[src/aw_pkg.sv]
// Constants, types and helper functions of the alarm and warning handler
package aw_pkg;

   localparam int AW_DATA_W     = 32;
   localparam int AW_ADDR_W     = 8;
   localparam int AW_NUM_W      = 16;
   localparam int AW_HIST_AW    = 4;
   localparam int AW_DIGITS     = 4;
   localparam int AW_SEG_W      = 7;
   localparam int AW_NIBBLE_W   = 4;

   // Register byte addresses
   localparam logic [AW_ADDR_W-1:0] AW_REG_CTRL       = 8'h00;
   localparam logic [AW_ADDR_W-1:0] AW_REG_STATUS     = 8'h04;
   localparam logic [AW_ADDR_W-1:0] AW_REG_ALARM_NUM  = 8'h08;
   localparam logic [AW_ADDR_W-1:0] AW_REG_WARN_NUM   = 8'h0C;
   localparam logic [AW_ADDR_W-1:0] AW_REG_HIST_COUNT = 8'h10;
   localparam logic [AW_ADDR_W-1:0] AW_REG_HIST_INDEX = 8'h14;
   localparam logic [AW_ADDR_W-1:0] AW_REG_HIST_DATA  = 8'h18;

   // Control register bits
   localparam int AW_CTRL_DECEL_EN = 0;
   localparam int AW_CTRL_ANALOG   = 1;
   localparam int AW_CTRL_ERR_RST  = 2;
   localparam int AW_CTRL_SW_RST   = 3;
   localparam int AW_CTRL_HIST_CLR = 4;

   // Status register bits
   localparam int AW_STAT_ALARM      = 0;
   localparam int AW_STAT_WARN       = 1;
   localparam int AW_STAT_WSTOP      = 2;
   localparam int AW_STAT_STOP_REQ   = 3;
   localparam int AW_STAT_METHOD_LSB = 4;
   localparam int AW_STAT_WAUTO      = 6;

   // Reset values
   localparam logic AW_DECEL_EN_RST = 1'b0;
   localparam logic AW_ANALOG_RST   = 1'b0;

   typedef enum logic [1:0] {
      AW_STOP_NONE  = 2'b00,
      AW_STOP_DECEL = 2'b01,
      AW_STOP_DYNBR = 2'b10
   } aw_stop_method_e;

   // Alarm report from the detection logic
   typedef struct packed {
      logic                valid;
      logic [AW_NUM_W-1:0] num;
      logic                no_decel;
   } aw_alarm_s;

   // Warning report from the detection logic
   typedef struct packed {
      logic                valid;
      logic [AW_NUM_W-1:0] num;
      logic                stops;
      logic                no_decel;
      logic                auto_clear;
      logic                cause;
   } aw_warn_s;

   // Stop request toward the motor control
   typedef struct packed {
      logic            req;
      aw_stop_method_e method;
   } aw_stop_s;

   function automatic aw_stop_method_e aw_pick_method(input logic decel_en,
                                                      input logic no_decel);
      aw_pick_method = (decel_en && !no_decel) ? AW_STOP_DECEL : AW_STOP_DYNBR;
   endfunction

   // Segment order gfedcba, segment lit when high
   function automatic logic [AW_SEG_W-1:0] aw_hex_to_seg(input logic [AW_NIBBLE_W-1:0] d);
      case (d)
         4'h0:    aw_hex_to_seg = 7'h3F;
         4'h1:    aw_hex_to_seg = 7'h06;
         4'h2:    aw_hex_to_seg = 7'h5B;
         4'h3:    aw_hex_to_seg = 7'h4F;
         4'h4:    aw_hex_to_seg = 7'h66;
         4'h5:    aw_hex_to_seg = 7'h6D;
         4'h6:    aw_hex_to_seg = 7'h7D;
         4'h7:    aw_hex_to_seg = 7'h07;
         4'h8:    aw_hex_to_seg = 7'h7F;
         4'h9:    aw_hex_to_seg = 7'h6F;
         4'hA:    aw_hex_to_seg = 7'h77;
         4'hB:    aw_hex_to_seg = 7'h7C;
         4'hC:    aw_hex_to_seg = 7'h39;
         4'hD:    aw_hex_to_seg = 7'h5E;
         4'hE:    aw_hex_to_seg = 7'h79;
         default: aw_hex_to_seg = 7'h71;
      endcase
   endfunction

endpackage

[src/aw_handler.sv]
// Alarm and warning handler with Wishbone register access
//
// Contract
// - Alarm clears fault-free output and stops motor
// - Warning stops motor only if classed so
// - Stop method follows forced-decel enable
// - Some alarms force dynamic brake regardless
// - Alarm number shown on seven-segment display
// - Warning number shown on seven-segment display
// - Stop method chosen per detected alarm
// - History keeps sixteen most recent alarms
// - Alarm triggers drive recorder capture
// - Analog variant alarm clears both fault outputs
// - Non-stopping warning lets operation continue
// - Stopping warning uses its own stop method
// - Any warning clears warning-free output
// - Stopping warning clears stop-warning-free output
// - Host reads alarm and warning status
// - Error reset or software reset clears alarm
// - Warnings clear automatically or need reset
module aw_handler
#(
   parameter int NUM_W   = aw_pkg::AW_NUM_W,
   parameter int HIST_AW = aw_pkg::AW_HIST_AW
) (
   // Clock and reset
   input  wire logic                             clock_i,
   input  wire logic                             reset_n_i,
   // Wishbone slave
   input  wire logic                             wb_cyc_i,
   input  wire logic                             wb_stb_i,
   input  wire logic                             wb_we_i,
   input  wire logic [aw_pkg::AW_ADDR_W-1:0]     wb_adr_i,
   input  wire logic [aw_pkg::AW_DATA_W/8-1:0]   wb_sel_i,
   input  wire logic [aw_pkg::AW_DATA_W-1:0]     wb_dat_i,
   output logic      [aw_pkg::AW_DATA_W-1:0]     wb_dat_o,
   output logic                                  wb_ack_o,
   // Event reports from detection logic
   input  wire aw_pkg::aw_alarm_s                alarm_i,
   input  wire aw_pkg::aw_warn_s                 warning_i,
   // Output device signals, high when free of the condition
   output logic                                  fault_free_out_o,
   output logic                                  fault_or_warn_free_out_o,
   output logic                                  warning_free_out_o,
   output logic                                  stop_warning_free_out_o,
   // Motor stop request and recorder trigger
   output aw_pkg::aw_stop_s                      stop_o,
   output logic                                  recorder_trigger_o,
   // Seven-segment display, digit 0 is least significant
   output logic [aw_pkg::AW_DIGITS*aw_pkg::AW_SEG_W-1:0] seg_o
);

   import aw_pkg::*;

   localparam int SEG_ALL = AW_DIGITS * AW_SEG_W;

   // Register select from the byte address
   function automatic logic reg_hit(input logic [AW_ADDR_W-1:0] adr,
                                    input logic [AW_ADDR_W-1:0] offs);
      reg_hit = (adr == offs);
   endfunction

   // Bus decode
   // Ack is registered, so a held strobe is answered every other cycle
   wire bus_req   = wb_cyc_i & wb_stb_i & ~wb_ack_o;
   wire bus_wr    = bus_req & wb_we_i;
   wire sel_ctrl  = reg_hit(wb_adr_i, AW_REG_CTRL);
   wire sel_stat  = reg_hit(wb_adr_i, AW_REG_STATUS);
   wire sel_anum  = reg_hit(wb_adr_i, AW_REG_ALARM_NUM);
   wire sel_wnum  = reg_hit(wb_adr_i, AW_REG_WARN_NUM);
   wire sel_hcnt  = reg_hit(wb_adr_i, AW_REG_HIST_COUNT);
   wire sel_hidx  = reg_hit(wb_adr_i, AW_REG_HIST_INDEX);
   wire sel_hdat  = reg_hit(wb_adr_i, AW_REG_HIST_DATA);
   wire wr_ctrl   = bus_wr & sel_ctrl & wb_sel_i[0];
   wire wr_hidx   = bus_wr & sel_hidx & wb_sel_i[0];

   // Command bits act only in their write cycle and read back as zero
   wire err_rst   = wr_ctrl & wb_dat_i[AW_CTRL_ERR_RST];
   wire sw_rst    = wr_ctrl & wb_dat_i[AW_CTRL_SW_RST];
   wire hist_clr  = wr_ctrl & wb_dat_i[AW_CTRL_HIST_CLR];

   // Configuration
   // Only the decel enable and the variant select are stored
   logic cfg_decel_en_reg;
   logic cfg_analog_reg;

   always_ff @(posedge clock_i or negedge reset_n_i) begin
      if (!reset_n_i) begin
         cfg_decel_en_reg <= AW_DECEL_EN_RST;
         cfg_analog_reg   <= AW_ANALOG_RST;
      end else if (wr_ctrl) begin
         cfg_decel_en_reg <= wb_dat_i[AW_CTRL_DECEL_EN];
         cfg_analog_reg   <= wb_dat_i[AW_CTRL_ANALOG];
      end
   end

   // Alarm state
   logic             alarm_act_reg;
   logic             alarm_act_next;
   logic [NUM_W-1:0] alarm_num_reg;
   logic [NUM_W-1:0] alarm_num_next;
   aw_stop_method_e  alarm_meth_reg;
   aw_stop_method_e  alarm_meth_next;

   wire alarm_clr = err_rst | sw_rst;
   wire aw_stop_method_e alarm_meth_new =
      aw_pick_method(cfg_decel_en_reg, alarm_i.no_decel);

   // A new alarm wins over a clear arriving in the same cycle
   assign alarm_act_next  = alarm_i.valid | (alarm_act_reg & ~alarm_clr);
   assign alarm_num_next  = alarm_i.valid ? alarm_i.num :
                            (alarm_clr ? '0 : alarm_num_reg);
   assign alarm_meth_next = alarm_i.valid ? alarm_meth_new :
                            (alarm_clr ? AW_STOP_NONE : alarm_meth_reg);

   always_ff @(posedge clock_i or negedge reset_n_i) begin
      if (!reset_n_i) begin
         alarm_act_reg  <= 1'b0;
         alarm_num_reg  <= '0;
         alarm_meth_reg <= AW_STOP_NONE;
      end else begin
         alarm_act_reg  <= alarm_act_next;
         alarm_num_reg  <= alarm_num_next;
         alarm_meth_reg <= alarm_meth_next;
      end
   end

   // Warning state
   logic             warn_act_reg;
   logic             warn_act_next;
   logic [NUM_W-1:0] warn_num_reg;
   logic [NUM_W-1:0] warn_num_next;
   logic             warn_stop_reg;
   logic             warn_auto_reg;
   aw_stop_method_e  warn_meth_reg;

   // The cause input matters only while a warning is held
   // Auto-clear warnings go when the cause goes; others also need a reset
   wire warn_clr = sw_rst |
                   (~warning_i.cause & (warn_auto_reg | err_rst));
   wire aw_stop_method_e warn_meth_new =
      aw_pick_method(cfg_decel_en_reg, warning_i.no_decel);

   assign warn_act_next = warning_i.valid | (warn_act_reg & ~warn_clr);
   assign warn_num_next = warning_i.valid ? warning_i.num :
                          (warn_clr ? '0 : warn_num_reg);

   always_ff @(posedge clock_i or negedge reset_n_i) begin
      if (!reset_n_i) begin
         warn_act_reg  <= 1'b0;
         warn_num_reg  <= '0;
         warn_stop_reg <= 1'b0;
         warn_auto_reg <= 1'b0;
         warn_meth_reg <= AW_STOP_NONE;
      end else if (warning_i.valid) begin
         warn_act_reg  <= 1'b1;
         warn_num_reg  <= warning_i.num;
         warn_stop_reg <= warning_i.stops;
         warn_auto_reg <= warning_i.auto_clear;
         warn_meth_reg <= warning_i.stops ? warn_meth_new : AW_STOP_NONE;
      end else if (warn_clr) begin
         warn_act_reg  <= 1'b0;
         warn_num_reg  <= '0;
         warn_stop_reg <= 1'b0;
         warn_auto_reg <= 1'b0;
         warn_meth_reg <= AW_STOP_NONE;
      end
   end

   // Stop and output signal values, taken from next state
   wire warn_stop_next = warning_i.valid ? warning_i.stops :
                         (warn_stop_reg & ~warn_clr);
   wire aw_stop_method_e warn_meth_next =
      warning_i.valid ? (warning_i.stops ? warn_meth_new : AW_STOP_NONE) :
      (warn_clr ? AW_STOP_NONE : warn_meth_reg);

   // A non-stopping warning leaves the stop request low
   wire stop_req_next = alarm_act_next | (warn_act_next & warn_stop_next);
   wire aw_stop_method_e stop_meth_next =
      alarm_act_next ? alarm_meth_next :
      (warn_stop_next ? warn_meth_next : AW_STOP_NONE);

   wire fault_free_next  = ~alarm_act_next;
   wire warn_free_next   = ~warn_act_next;
   wire wstop_free_next  = ~(warn_act_next & warn_stop_next);
   wire fowf_next        = cfg_analog_reg ?
                           ~(alarm_act_next | warn_act_next) : 1'b1;

   // Display shows the alarm first, otherwise the warning
   wire             disp_on  = alarm_act_next | warn_act_next;
   wire [NUM_W-1:0] disp_num = alarm_act_next ? alarm_num_next : warn_num_next;
   wire [SEG_ALL-1:0] seg_next;

   // Digit g shows nibble g of the number; all digits blank while idle
   genvar g;
   generate
      for (g = 0; g < AW_DIGITS; g++) begin : g_digit
         assign seg_next[g*AW_SEG_W +: AW_SEG_W] =
            disp_on ? aw_hex_to_seg(disp_num[g*AW_NIBBLE_W +: AW_NIBBLE_W]) : '0;
      end
   endgenerate

   // Pin-level outputs come from flip-flops so they cannot glitch
   aw_stop_s stop_reg;
   logic     fault_free_reg;
   logic     fowf_reg;
   logic     warn_free_reg;
   logic     wstop_free_reg;
   logic     rec_trig_reg;
   logic [SEG_ALL-1:0] seg_reg;

   always_ff @(posedge clock_i or negedge reset_n_i) begin
      if (!reset_n_i) begin
         stop_reg       <= '{req: 1'b0, method: AW_STOP_NONE};
         fault_free_reg <= 1'b1;
         fowf_reg       <= 1'b1;
         warn_free_reg  <= 1'b1;
         wstop_free_reg <= 1'b1;
         rec_trig_reg   <= 1'b0;
         seg_reg        <= '0;
      end else begin
         stop_reg       <= '{req: stop_req_next, method: stop_meth_next};
         fault_free_reg <= fault_free_next;
         fowf_reg       <= fowf_next;
         warn_free_reg  <= warn_free_next;
         wstop_free_reg <= wstop_free_next;
         rec_trig_reg   <= alarm_i.valid;
         seg_reg        <= seg_next;
      end
   end

   assign stop_o                   = stop_reg;
   assign fault_free_out_o         = fault_free_reg;
   assign fault_or_warn_free_out_o = fowf_reg;
   assign warning_free_out_o       = warn_free_reg;
   assign stop_warning_free_out_o  = wstop_free_reg;
   assign recorder_trigger_o       = rec_trig_reg;
   assign seg_o                    = seg_reg;

   // Alarm history ring
   // Memory contents survive reset; the count keeps stale entries hidden
   logic [HIST_AW-1:0] wr_ptr_reg;
   logic [HIST_AW:0]   hist_cnt_reg;
   logic [HIST_AW-1:0] hist_idx_reg;
   logic               hist_valid_reg;
   logic [NUM_W-1:0]   hist_rdata;

   localparam logic [HIST_AW:0] HIST_FULL = (HIST_AW+1)'(2**HIST_AW);

   // A clear in the same cycle as an alarm leaves that alarm as sole entry
   wire [HIST_AW-1:0] base_ptr = hist_clr ? '0 : wr_ptr_reg;
   wire [HIST_AW:0]   base_cnt = hist_clr ? '0 : hist_cnt_reg;
   // Index 0 is the newest entry
   wire [HIST_AW-1:0] rd_addr  = wr_ptr_reg - hist_idx_reg - 1'b1;

   always_ff @(posedge clock_i or negedge reset_n_i) begin
      if (!reset_n_i) begin
         wr_ptr_reg   <= '0;
         hist_cnt_reg <= '0;
      end else if (alarm_i.valid) begin
         wr_ptr_reg   <= base_ptr + 1'b1;
         hist_cnt_reg <= (base_cnt == HIST_FULL) ? HIST_FULL : base_cnt + 1'b1;
      end else begin
         wr_ptr_reg   <= base_ptr;
         hist_cnt_reg <= base_cnt;
      end
   end

   // Valid flag is delayed like the memory read so both line up
   always_ff @(posedge clock_i or negedge reset_n_i) begin
      if (!reset_n_i) begin
         hist_idx_reg   <= '0;
         hist_valid_reg <= 1'b0;
      end else begin
         if (wr_hidx) begin
            hist_idx_reg <= wb_dat_i[HIST_AW-1:0];
         end
         hist_valid_reg <= ({1'b0, hist_idx_reg} < hist_cnt_reg);
      end
   end

   aw_hist_mem #(
      .WIDTH (NUM_W),
      .AW    (HIST_AW)
   ) u_hist_mem (
      .clock_i   (clock_i),
      .reset_n_i (reset_n_i),
      .wr_en_i   (alarm_i.valid),
      .wr_addr_i (base_ptr),
      .wr_data_i (alarm_i.num),
      .rd_addr_i (rd_addr),
      .rd_data_o (hist_rdata)
   );

   // Read data selection
   logic [AW_DATA_W-1:0] ctrl_word;
   logic [AW_DATA_W-1:0] stat_word;

   always_comb begin
      ctrl_word = '0;
      ctrl_word[AW_CTRL_DECEL_EN] = cfg_decel_en_reg;
      ctrl_word[AW_CTRL_ANALOG]   = cfg_analog_reg;
      stat_word = '0;
      stat_word[AW_STAT_ALARM]    = alarm_act_reg;
      stat_word[AW_STAT_WARN]     = warn_act_reg;
      stat_word[AW_STAT_WSTOP]    = warn_stop_reg;
      stat_word[AW_STAT_STOP_REQ] = stop_reg.req;
      stat_word[AW_STAT_METHOD_LSB +: $bits(aw_stop_method_e)] = stop_reg.method;
      stat_word[AW_STAT_WAUTO]    = warn_auto_reg;
   end

   // Unmapped addresses read as zero and are still acknowledged
   wire [AW_DATA_W-1:0] rd_word =
      sel_ctrl ? ctrl_word :
      sel_stat ? stat_word :
      sel_anum ? AW_DATA_W'(alarm_num_reg) :
      sel_wnum ? AW_DATA_W'(warn_num_reg) :
      sel_hcnt ? AW_DATA_W'(hist_cnt_reg) :
      sel_hidx ? AW_DATA_W'(hist_idx_reg) :
      (sel_hdat & hist_valid_reg) ? AW_DATA_W'(hist_rdata) : '0;

   // Read data is latched only for reads and held until the next one
   logic                 ack_reg;
   logic [AW_DATA_W-1:0] dat_reg;

   always_ff @(posedge clock_i or negedge reset_n_i) begin
      if (!reset_n_i) begin
         ack_reg <= 1'b0;
         dat_reg <= '0;
      end else begin
         ack_reg <= bus_req;
         if (bus_req & ~wb_we_i) begin
            dat_reg <= rd_word;
         end
      end
   end

   assign wb_ack_o = ack_reg;
   assign wb_dat_o = dat_reg;

endmodule

[src/aw_hist_mem.sv]
// Alarm history storage with registered read data
module aw_hist_mem #(
   parameter int WIDTH = 16,
   parameter int AW    = 4
) (
   // Clock and reset
   input  wire logic             clock_i,
   input  wire logic             reset_n_i,
   // Write port
   input  wire logic             wr_en_i,
   input  wire logic [AW-1:0]    wr_addr_i,
   input  wire logic [WIDTH-1:0] wr_data_i,
   // Read port
   input  wire logic [AW-1:0]    rd_addr_i,
   output logic      [WIDTH-1:0] rd_data_o
);

   logic [WIDTH-1:0] mem [2**AW];
   logic [WIDTH-1:0] rd_data_reg;

   always_ff @(posedge clock_i) begin
      if (wr_en_i) begin
         mem[wr_addr_i] <= wr_data_i;
      end
   end

   always_ff @(posedge clock_i or negedge reset_n_i) begin
      if (!reset_n_i) begin
         rd_data_reg <= '0;
      end else begin
         rd_data_reg <= mem[rd_addr_i];
      end
   end

   assign rd_data_o = rd_data_reg;

endmodule

[config.mk]
export PLATFORM = sky130hd
export DESIGN_NAME = aw_handler
export DESIGN_NICKNAME = d
export VERILOG_FILES = /design/src/aw_pkg.sv /design/src/aw_handler.sv /design/src/aw_hist_mem.sv
export SDC_FILE = /design/constraint.sdc
export NUM_CORES = 1
export LEC_CHECK = 0
export BUFFER_PORTS_ARGS = -buffer_cell sky130_fd_sc_hd__clkbuf_2
export CAP_MARGIN = 25
export CORE_MARGIN = 2
export CORE_UTILIZATION = 53
export CTS_CLUSTER_SIZE = 28
export DETAILED_ROUTE_END_ITERATION = 8
export PLACE_DENSITY = 0.77
export SLEW_MARGIN = 20
export SYNTH_ARGS = -nofsm -noshare
export SYNTH_HDL_FRONTEND = slang
export SYNTH_SLANG_ARGS = --single-unit
[constraint.sdc]
create_clock -name clock_i -period 3.52 [get_ports clock_i]
set_clock_uncertainty 0.2 [all_clocks]
set_input_delay 0.352 -clock clock_i [delete_from_list [all_inputs] [get_ports clock_i]]
set_output_delay 0.352 -clock clock_i [all_outputs]
set_load 0.005 [all_outputs]
==> impl_metrics.env, run 1 <==
export IMPL_die_x_microns=180
export IMPL_grt_ovfl_total=0
export IMPL_vias_per_cell=6.15
export IMPL_drtPass1Iterations=5
export IMPL_rsz0062_at_grt="false"
export IMPL_drv_cap=0
export IMPL_grtUsageTotal_pct=24.5
export IMPL_max_stage_delay_ns=0.53
export IMPL_postRouteAntennaNets=0
export IMPL_powerDensity_nw_per_um2=745
export IMPL_fillers=2114
export IMPL_layout_min_cycle_time_ns=3.30
export IMPL_slowest_stage="dlygate4sd3_1"
export IMPL_fin_nets=1380
export IMPL_io_pins=157
export IMPL_via_count=10300
export IMPL_cts_made_buffers=39
export IMPL_slew_headroom_pct=42.4
export IMPL_cp_max_fo=23
export IMPL_ys_seq_area_share_pct=66.2
export IMPL_status="finished, final reports clean"
export IMPL_critPathCaptureType="register"
export IMPL_crit_family="compound AO/OA/AOI/OAI gates"
export IMPL_placementRows=64
export IMPL_syn_avg_cell_area_sq_um=15.3
export IMPL_crit_type="in2reg"
export IMPL_place_hpwl_microns=25200
export IMPL_power_leakage_nw=7.36
export IMPL_numPortBuffers=110
export IMPL_cts_sinks=381
export IMPL_ys_types=72
export IMPL_diodes=0
export IMPL_stdcell_count=1678
export IMPL_cts_root_buffer="clkbuf_16"
export IMPL_required_ns=3.76
export IMPL_largest_reg_flops=256
export IMPL_finalHoldViolCount=0
export IMPL_dp_cells=1585
export IMPL_insertion_delay_ns=0.53
export IMPL_worstPathArrival_ns=3.55
export IMPL_core_area_sq_um=30500
export IMPL_dieArea_sq_um=32300
export IMPL_first_iter_violations=973
export IMPL_yosysTopAreaCellShare_pct=47.0
export IMPL_synth_area_leader_cell="edfxtp_1"
export IMPL_clk_transition_reported_paths_ns=0.06
export IMPL_critPathBufInv=4
export IMPL_dieHeight_microns=180
export IMPL_fin_crit_sh_pct=93.9
export IMPL_ys_seq_elements=381
export IMPL_cts_tree="done"
export IMPL_synth_edf_count=256
export IMPL_regMostFlops="u_hist_mem.mem"
export IMPL_post_route_util_pct=62.9
export IMPL_ys_warn_count=0
export IMPL_fmax_mhz=303
export IMPL_r2r_setup_slack_ns=0.31
export IMPL_peakVddDrop_uv=466
export IMPL_grt_pass1_wl_microns=61100
export IMPL_tightest_slew_ns=0.863
export IMPL_cts_max_path_buffers=3
export IMPL_synthCells=1072
export IMPL_initial_utilization_pct=53.6
export IMPL_worstSetupStartpointType="input port"
export IMPL_grt_max_degree=61
export IMPL_synth_area_leaders="edfxtp_1 (47%), dfrtp_1 (19%), mux4_2 (8.8%)"
export IMPL_gp_congestion=0.934
export IMPL_antenna_found_initial=0
export IMPL_first_global_vias=10400
export IMPL_final_max_slew_violation_count=0
export IMPL_hold_path_class="in2reg"
export IMPL_area_growth_pct=17.3
export IMPL_ys_async_sr_fraction_pct=32.8
export IMPL_yosys_most_used_dff="edfxtp_1"
export IMPL_setup_tns_ns=0
export IMPL_worstPathCellList="dlygate4sd3_1, clkbuf_2, o211ai_1, o41a_1, or2_1, clkinv_8, a31oi_1, inv_1, ha_1, a21oi_1, a211oi_1"
export IMPL_synth_area_sq_um=16400
export IMPL_wire_per_inst_microns=23.4
export IMPL_final_setup_viol_count=0
export IMPL_cts_htree_levels=2
export IMPL_drive_above_1_share_pct=26.4
export IMPL_drcViolationCount=0
export IMPL_wl_microns=39200
## stage by stage
step	power, mW	cell area, sq um	hold slack, ns	worst slack, ns
6_report	14.3	19200	0.0320	0.216
5_1_grt	14.8	19200	0.0456	0.0304
4_1_cts	14.3	19200	0.00488	0.167
3_5_place_dp	10.3	17700	0.144	0.0960
3_3_place_gp	10.2	17700	0.133	0.136
2_1_floorplan	8.64	16400	-0.144	0.0785
## cell usage in the layout, fill, tap and decap left out, drive strengths merged, types with 29 or more instances in the layout
master / n
dfrtp: 121
a21oi: 40
ha: 36
inv: 29
mux4: 64
o21ai: 33
edfxtp: 256
nor2: 41
nand2: 107
mux2i: 39
buf: 61
clkbuf: 159
## cell type report
type                       instances  area (sq um)  area share [%]
clock buffer                      50          1060            5.51
clock inverter                    18           169           0.880
inverter                          29           121           0.633
multi-input combinational        609          5220            27.2
sequential                       381         10800            56.4
tap                              396           495            2.58
timing repair buffer             195          1310            6.81
## final timing paths
path                                  from                      end  cells after the start
min reg2reg                    wb_dat_o[6]              wb_dat_o[6]                      2
max in group asynchronous        reset_n_i       warning_free_out_o                      3
min                           warning_i[2]         warn_meth_reg[1]                      3
max reg2reg                hist_idx_reg[0]  u_hist_mem.rd_data_o[0]                      8
max                            wb_dat_i[3]                seg_o[10]                     11
min in group asynchronous        reset_n_i                seg_o[26]                      2
## logic make-up after synthesis
family	Yosys count	share of synthesized area, %
flops	381	66.2
simple gates	243	7.04
compound gates	197	8.92
buf+inv	97	3.04
other cells	1	0.0229
mux	107	11.5
fa+ha+maj	37	2.88
xor+xnor	9	0.482
## Yosys cell counts (6+ instances only)
master	count
nor2b_1	23
dfrtp_1	121
edfxtp_1	256
a22oi_1	7
buf_1	6
mux2i_1	39
ha_1	36
a22o_1	25
a211oi_1	20
buf_2	9
nand2_1	107
nand2b_1	8
and2_1	6
nor2_1	39
a21oi_1	40
o22ai_1	16
mux4_2	64
clkbuf_1	29
nor3_1	25
o21ai_0	30
buf_4	20
a221oi_1	12
a31oi_1	7
inv_1	28
nand3_1	9
## routing by layer
layer / vias to the layer above / track usage (%) / share of wire (%)
met5: - / 0 / 0
met4: 0 / 8.91 / 3.5
met3: 102 / 3.71 / 7.2
met2: 569 / 40.8 / 50
met1: 5211 / 33.3 / 39
li1: 4444 / - / -
## worst min-delay path: stages
cell and delay [ns]:
clkbuf_2 0.07, nor2b_1 0.06, o21ai_0 0.23
## power by group
part	switching (mW)	internal, mW	total, mW
Clock	1.68	2.28	3.96
Sequential	0.237	5.39	5.62
Combinational	2.63	2.08	4.70
## what timing repair did
action,in CTS,in global routing
hold buffers,25,0
endpoints found under the hold margin,60,0
gates resized for setup,0,2
endpoints found under the setup margin,0,4
buffers inserted,0,0
(Power assumes the default switching activity.)
==> inputs of run 2 (changes only) <==
--- a/config.mk
+++ b/config.mk
@@ -6,7 +6,6 @@
 export NUM_CORES = 1
 export LEC_CHECK = 0
 export BUFFER_PORTS_ARGS = -buffer_cell sky130_fd_sc_hd__clkbuf_2
-export CAP_MARGIN = 25
 export CORE_MARGIN = 2
 export CORE_UTILIZATION = 53
 export CTS_CLUSTER_SIZE = 28
@@ -15,4 +14,5 @@
 export SLEW_MARGIN = 20
 export SYNTH_ARGS = -nofsm -noshare
 export SYNTH_HDL_FRONTEND = slang
+export SYNTH_HIERARCHICAL = 1
 export SYNTH_SLANG_ARGS = --single-unit
==> constraint.sdc (replaced) <==
create_clock -name clock_i -period 3.52 [get_ports clock_i]
set_clock_uncertainty 0.2 [all_clocks]
set_input_delay 0.176 -clock clock_i [delete_from_list [all_inputs] [get_ports clock_i]]
set_output_delay 0.176 -clock clock_i [all_outputs]
set_load 0.005 [all_outputs]
==> run 2 against run 1 <==
- sequential share of layout area decreased by 0.31 points
- synthesized area shrank 1.6%
- clock-buffer cell count up 3
- register-to-register slack gained 0.04 ns
- sequential cell count stayed put
- largest cell class unchanged
==> impl_metrics.env, run 2 <==
export IMPL_r2r_start="warn_auto_reg"
export IMPL_setup_tns_ns=0
export IMPL_tightest_slew_ns=0.751
export IMPL_critPathBufInv=2
export IMPL_synth_most_common_cell="edfxtp_1"
export IMPL_crit_start="warn_auto_reg"
export IMPL_first_global_vias=10000
export IMPL_powerDensity_nw_per_um2=727
export IMPL_reg2reg_to="seg_o[10]"
export IMPL_worstRegToRegCells=11
export IMPL_io_pins=157
export IMPL_rsz0062_at_grt="false"
export IMPL_final_max_slew_violation_count=0
export IMPL_cts_root_buffer="clkbuf_16"
export IMPL_via_count=9932
export IMPL_grtUsageTotal_pct=23.7
export IMPL_antenna_found_initial=0
export IMPL_crit_family="simple AND/OR/NAND/NOR gates"
export IMPL_cts_htree_levels=2
export IMPL_detailed_place_area_sq_um=17300
export IMPL_vias_per_cell=5.96
export IMPL_clk_transition_reported_paths_ns=0.06
export IMPL_critPathCaptureType="register"
export IMPL_fin_crit_sh_pct=89.9
export IMPL_dieArea_sq_um=31800
export IMPL_numPortBuffers=110
export IMPL_drtPass1Iterations=5
export IMPL_peakVddDrop_uv=681
export IMPL_cts_max_path_buffers=3
export IMPL_path_depth=11
export IMPL_post_cts_resized=0
export IMPL_placementRows=63
export IMPL_insertion_delay_ns=0.54
export IMPL_wire_per_inst_microns=22.2
export IMPL_worstPathArrival_ns=3.38
export IMPL_area_growth_pct=19.9
export IMPL_wl_met3_microns=2750
export IMPL_fin_nets=1367
export IMPL_ys_seq_area_share_pct=67.2
export IMPL_post_route_util_pct=64.7
export IMPL_drcViolationCount=0
export IMPL_wl_microns=37000
export IMPL_final_setup_viol_count=0
export IMPL_drive_above_1_share_pct=24.2
export IMPL_first_iter_violations=1065
export IMPL_grt_ovfl_total=0
export IMPL_synthTopCellsByCount="edfxtp_1 (256), dfrtp_1 (121), nand2_1 (100)"
export IMPL_required_ns=3.73
export IMPL_regMostFlops="u_hist_mem/mem"
export IMPL_grt_max_degree=65
export IMPL_grt_pass1_wl_microns=56900
export IMPL_dp_slack_ns=0.296
export IMPL_gp_congestion=0.884
export IMPL_place_hpwl_microns=23600
export IMPL_diodes=0
export IMPL_slowest_stage="dfrtp_1"
export IMPL_slew_headroom_pct=49.9
export IMPL_dieHeight_microns=178
export IMPL_worstPathCellList="nor2b_1, a41oi_2, and2_1, buf_4, nand2_1, a31oi_1, inv_1, ha_1, nand2b_1, o211ai_1, a21oi_1"
export IMPL_ys_types=67
export IMPL_crit_type="reg2reg"
export IMPL_r2r_setup_slack_ns=0.35
export IMPL_finalHoldViolCount=0
export IMPL_drv_cap=0
export IMPL_layout_common_cells="edfxtp_1 (256), dfrtp_1 (121), clkbuf_2 (109)"
export IMPL_hold_path_class="in2async"
export IMPL_yosysTopAreaCellShare_pct=47.8
export IMPL_dr_wl_met2_microns=18000
export IMPL_dr_max_layer_used="met4"
export IMPL_cts_made_buffers=39
export IMPL_ys_warn_count=6
export IMPL_power_leakage_nw=7.38
export IMPL_ys_seq_elements=381
export IMPL_synth_edf_count=256
export IMPL_core_area_sq_um=29800
export IMPL_worstSetupStartpointType="register"
export IMPL_layout_min_cycle_time_ns=3.17
export IMPL_synth_area_leaders="edfxtp_1 (48%), dfrtp_1 (19%), mux4_2 (7.6%)"
export IMPL_cts_sinks=381
export IMPL_synth_area_leader_cell="edfxtp_1"
export IMPL_layout_commonest_cell="edfxtp_1"
export IMPL_initial_utilization_pct=54.0
export IMPL_status="finished, final reports clean"
export IMPL_postRouteAntennaNets=0
export IMPL_largest_reg_flops=256
export IMPL_drt_met1_wl_microns=15300
export IMPL_fin_area_sq_um=19300
export IMPL_syn_avg_cell_area_sq_um=15.7
export IMPL_synthCells=1024
export IMPL_die_x_microns=178
export IMPL_setup_worst_path_end="seg_o[10]"
export IMPL_max_stage_delay_ns=0.45
export IMPL_cts_tree="done"
export IMPL_cp_max_fo=11
export IMPL_synth_area_sq_um=16100
export IMPL_fin_ws_ns=0.354
export IMPL_ys_async_sr_fraction_pct=32.8
export IMPL_fmax_mhz=316
export IMPL_yosys_most_used_dff="edfxtp_1"
## run 2: cell count changes in the layout (fill, tap and decap cells not counted), moves of 15 or more
cell / before / now
dlygate4sd3_1: 25 / 71
a22oi_1: 7 / 33
a21oi_1: 40 / 20
mux2i_1: 39 / 7
a211oi_1: 20 / 5
## run 2: power breakdown
group | internal [mW] | switching (mW) | total, mW | leakage, nW
Combinational | 1.83 | 2.36 | 4.19 | 2.93
Sequential | 5.40 | 0.204 | 5.60 | 3.81
Clock | 2.53 | 1.70 | 4.23 | 0.635
## run 2: what timing repair did
item	CTS	global route
setup buffers	0	0
hold buffers	71	0
endpoints found under the hold margin	365	0
## run 2: layout make-up
type | instances | area (sq um)
flip-flops and latches | 381 | 10800
inverters | 26 | 97.6
clock inverters | 19 | 279
multi-input cells | 563 | 4880
fillers | 2029 | 10500
repair buffers | 234 | 1690
well taps | 390 | 488
clock buffers | 53 | 1040
## run 2: logic make-up (layout without fill, tap and decap cells)
group,after synthesis,after routing,synth area share [%]
AOI/OAI and AO/OA,199,199,9.37
xor gates and xnor gates,9,9,0.490
adders and majority gates,34,34,2.69
buffers and inverters,95,332,3.04
DFF,381,381,67.2
muxes,84,84,10.5
other,1,16,0.0233
and+or+nand+nor,221,221,6.62
## run 2: worst min-delay path by stage
| stage | from | end | slack [ns] | cells after the start |
|---|---|---|---|---|
| 6_report | reset_n_i | warn_act_reg | 0.03 | 2 |
| 5_1_grt | wb_adr_i[2] | wb_dat_o[3] | 0.08 | 4 |
| 4_1_cts | wb_adr_i[2] | wb_dat_o[3] | 0.001 | 4 |
| 3_5_place_dp | reset_n_i | stop_o[2] | 0.06 | 1 |
| 3_3_place_gp | reset_n_i | warn_act_reg | 0.07 | 1 |
| 2_1_floorplan | reset_n_i | alarm_act_reg | -0.32 | 0 |
## run 2: metrics by stage
| stage | std cells | hold WS (ns) | power [mW] |
|---|---|---|---|
| after floorplan | 1039 | -0.320 | 8.46 |
| after global placement | 1523 | 0.0726 | 9.64 |
| after detailed placement | 1523 | 0.0636 | 9.77 |
| after CTS | 1666 | 0.00129 | 14.1 |
| after global routing | 1666 | 0.0768 | 14.7 |
| final | 1666 | 0.0262 | 14.0 |
## run 2: per-layer routing
metal | GRT usage (%) | up-vias
met4 | 7.49 | 0
met2 | 39.4 | 455
met3 | 3.90 | 73
met5 | 0 | -
met1 | 32.5 | 4979
li1 | - | 4425
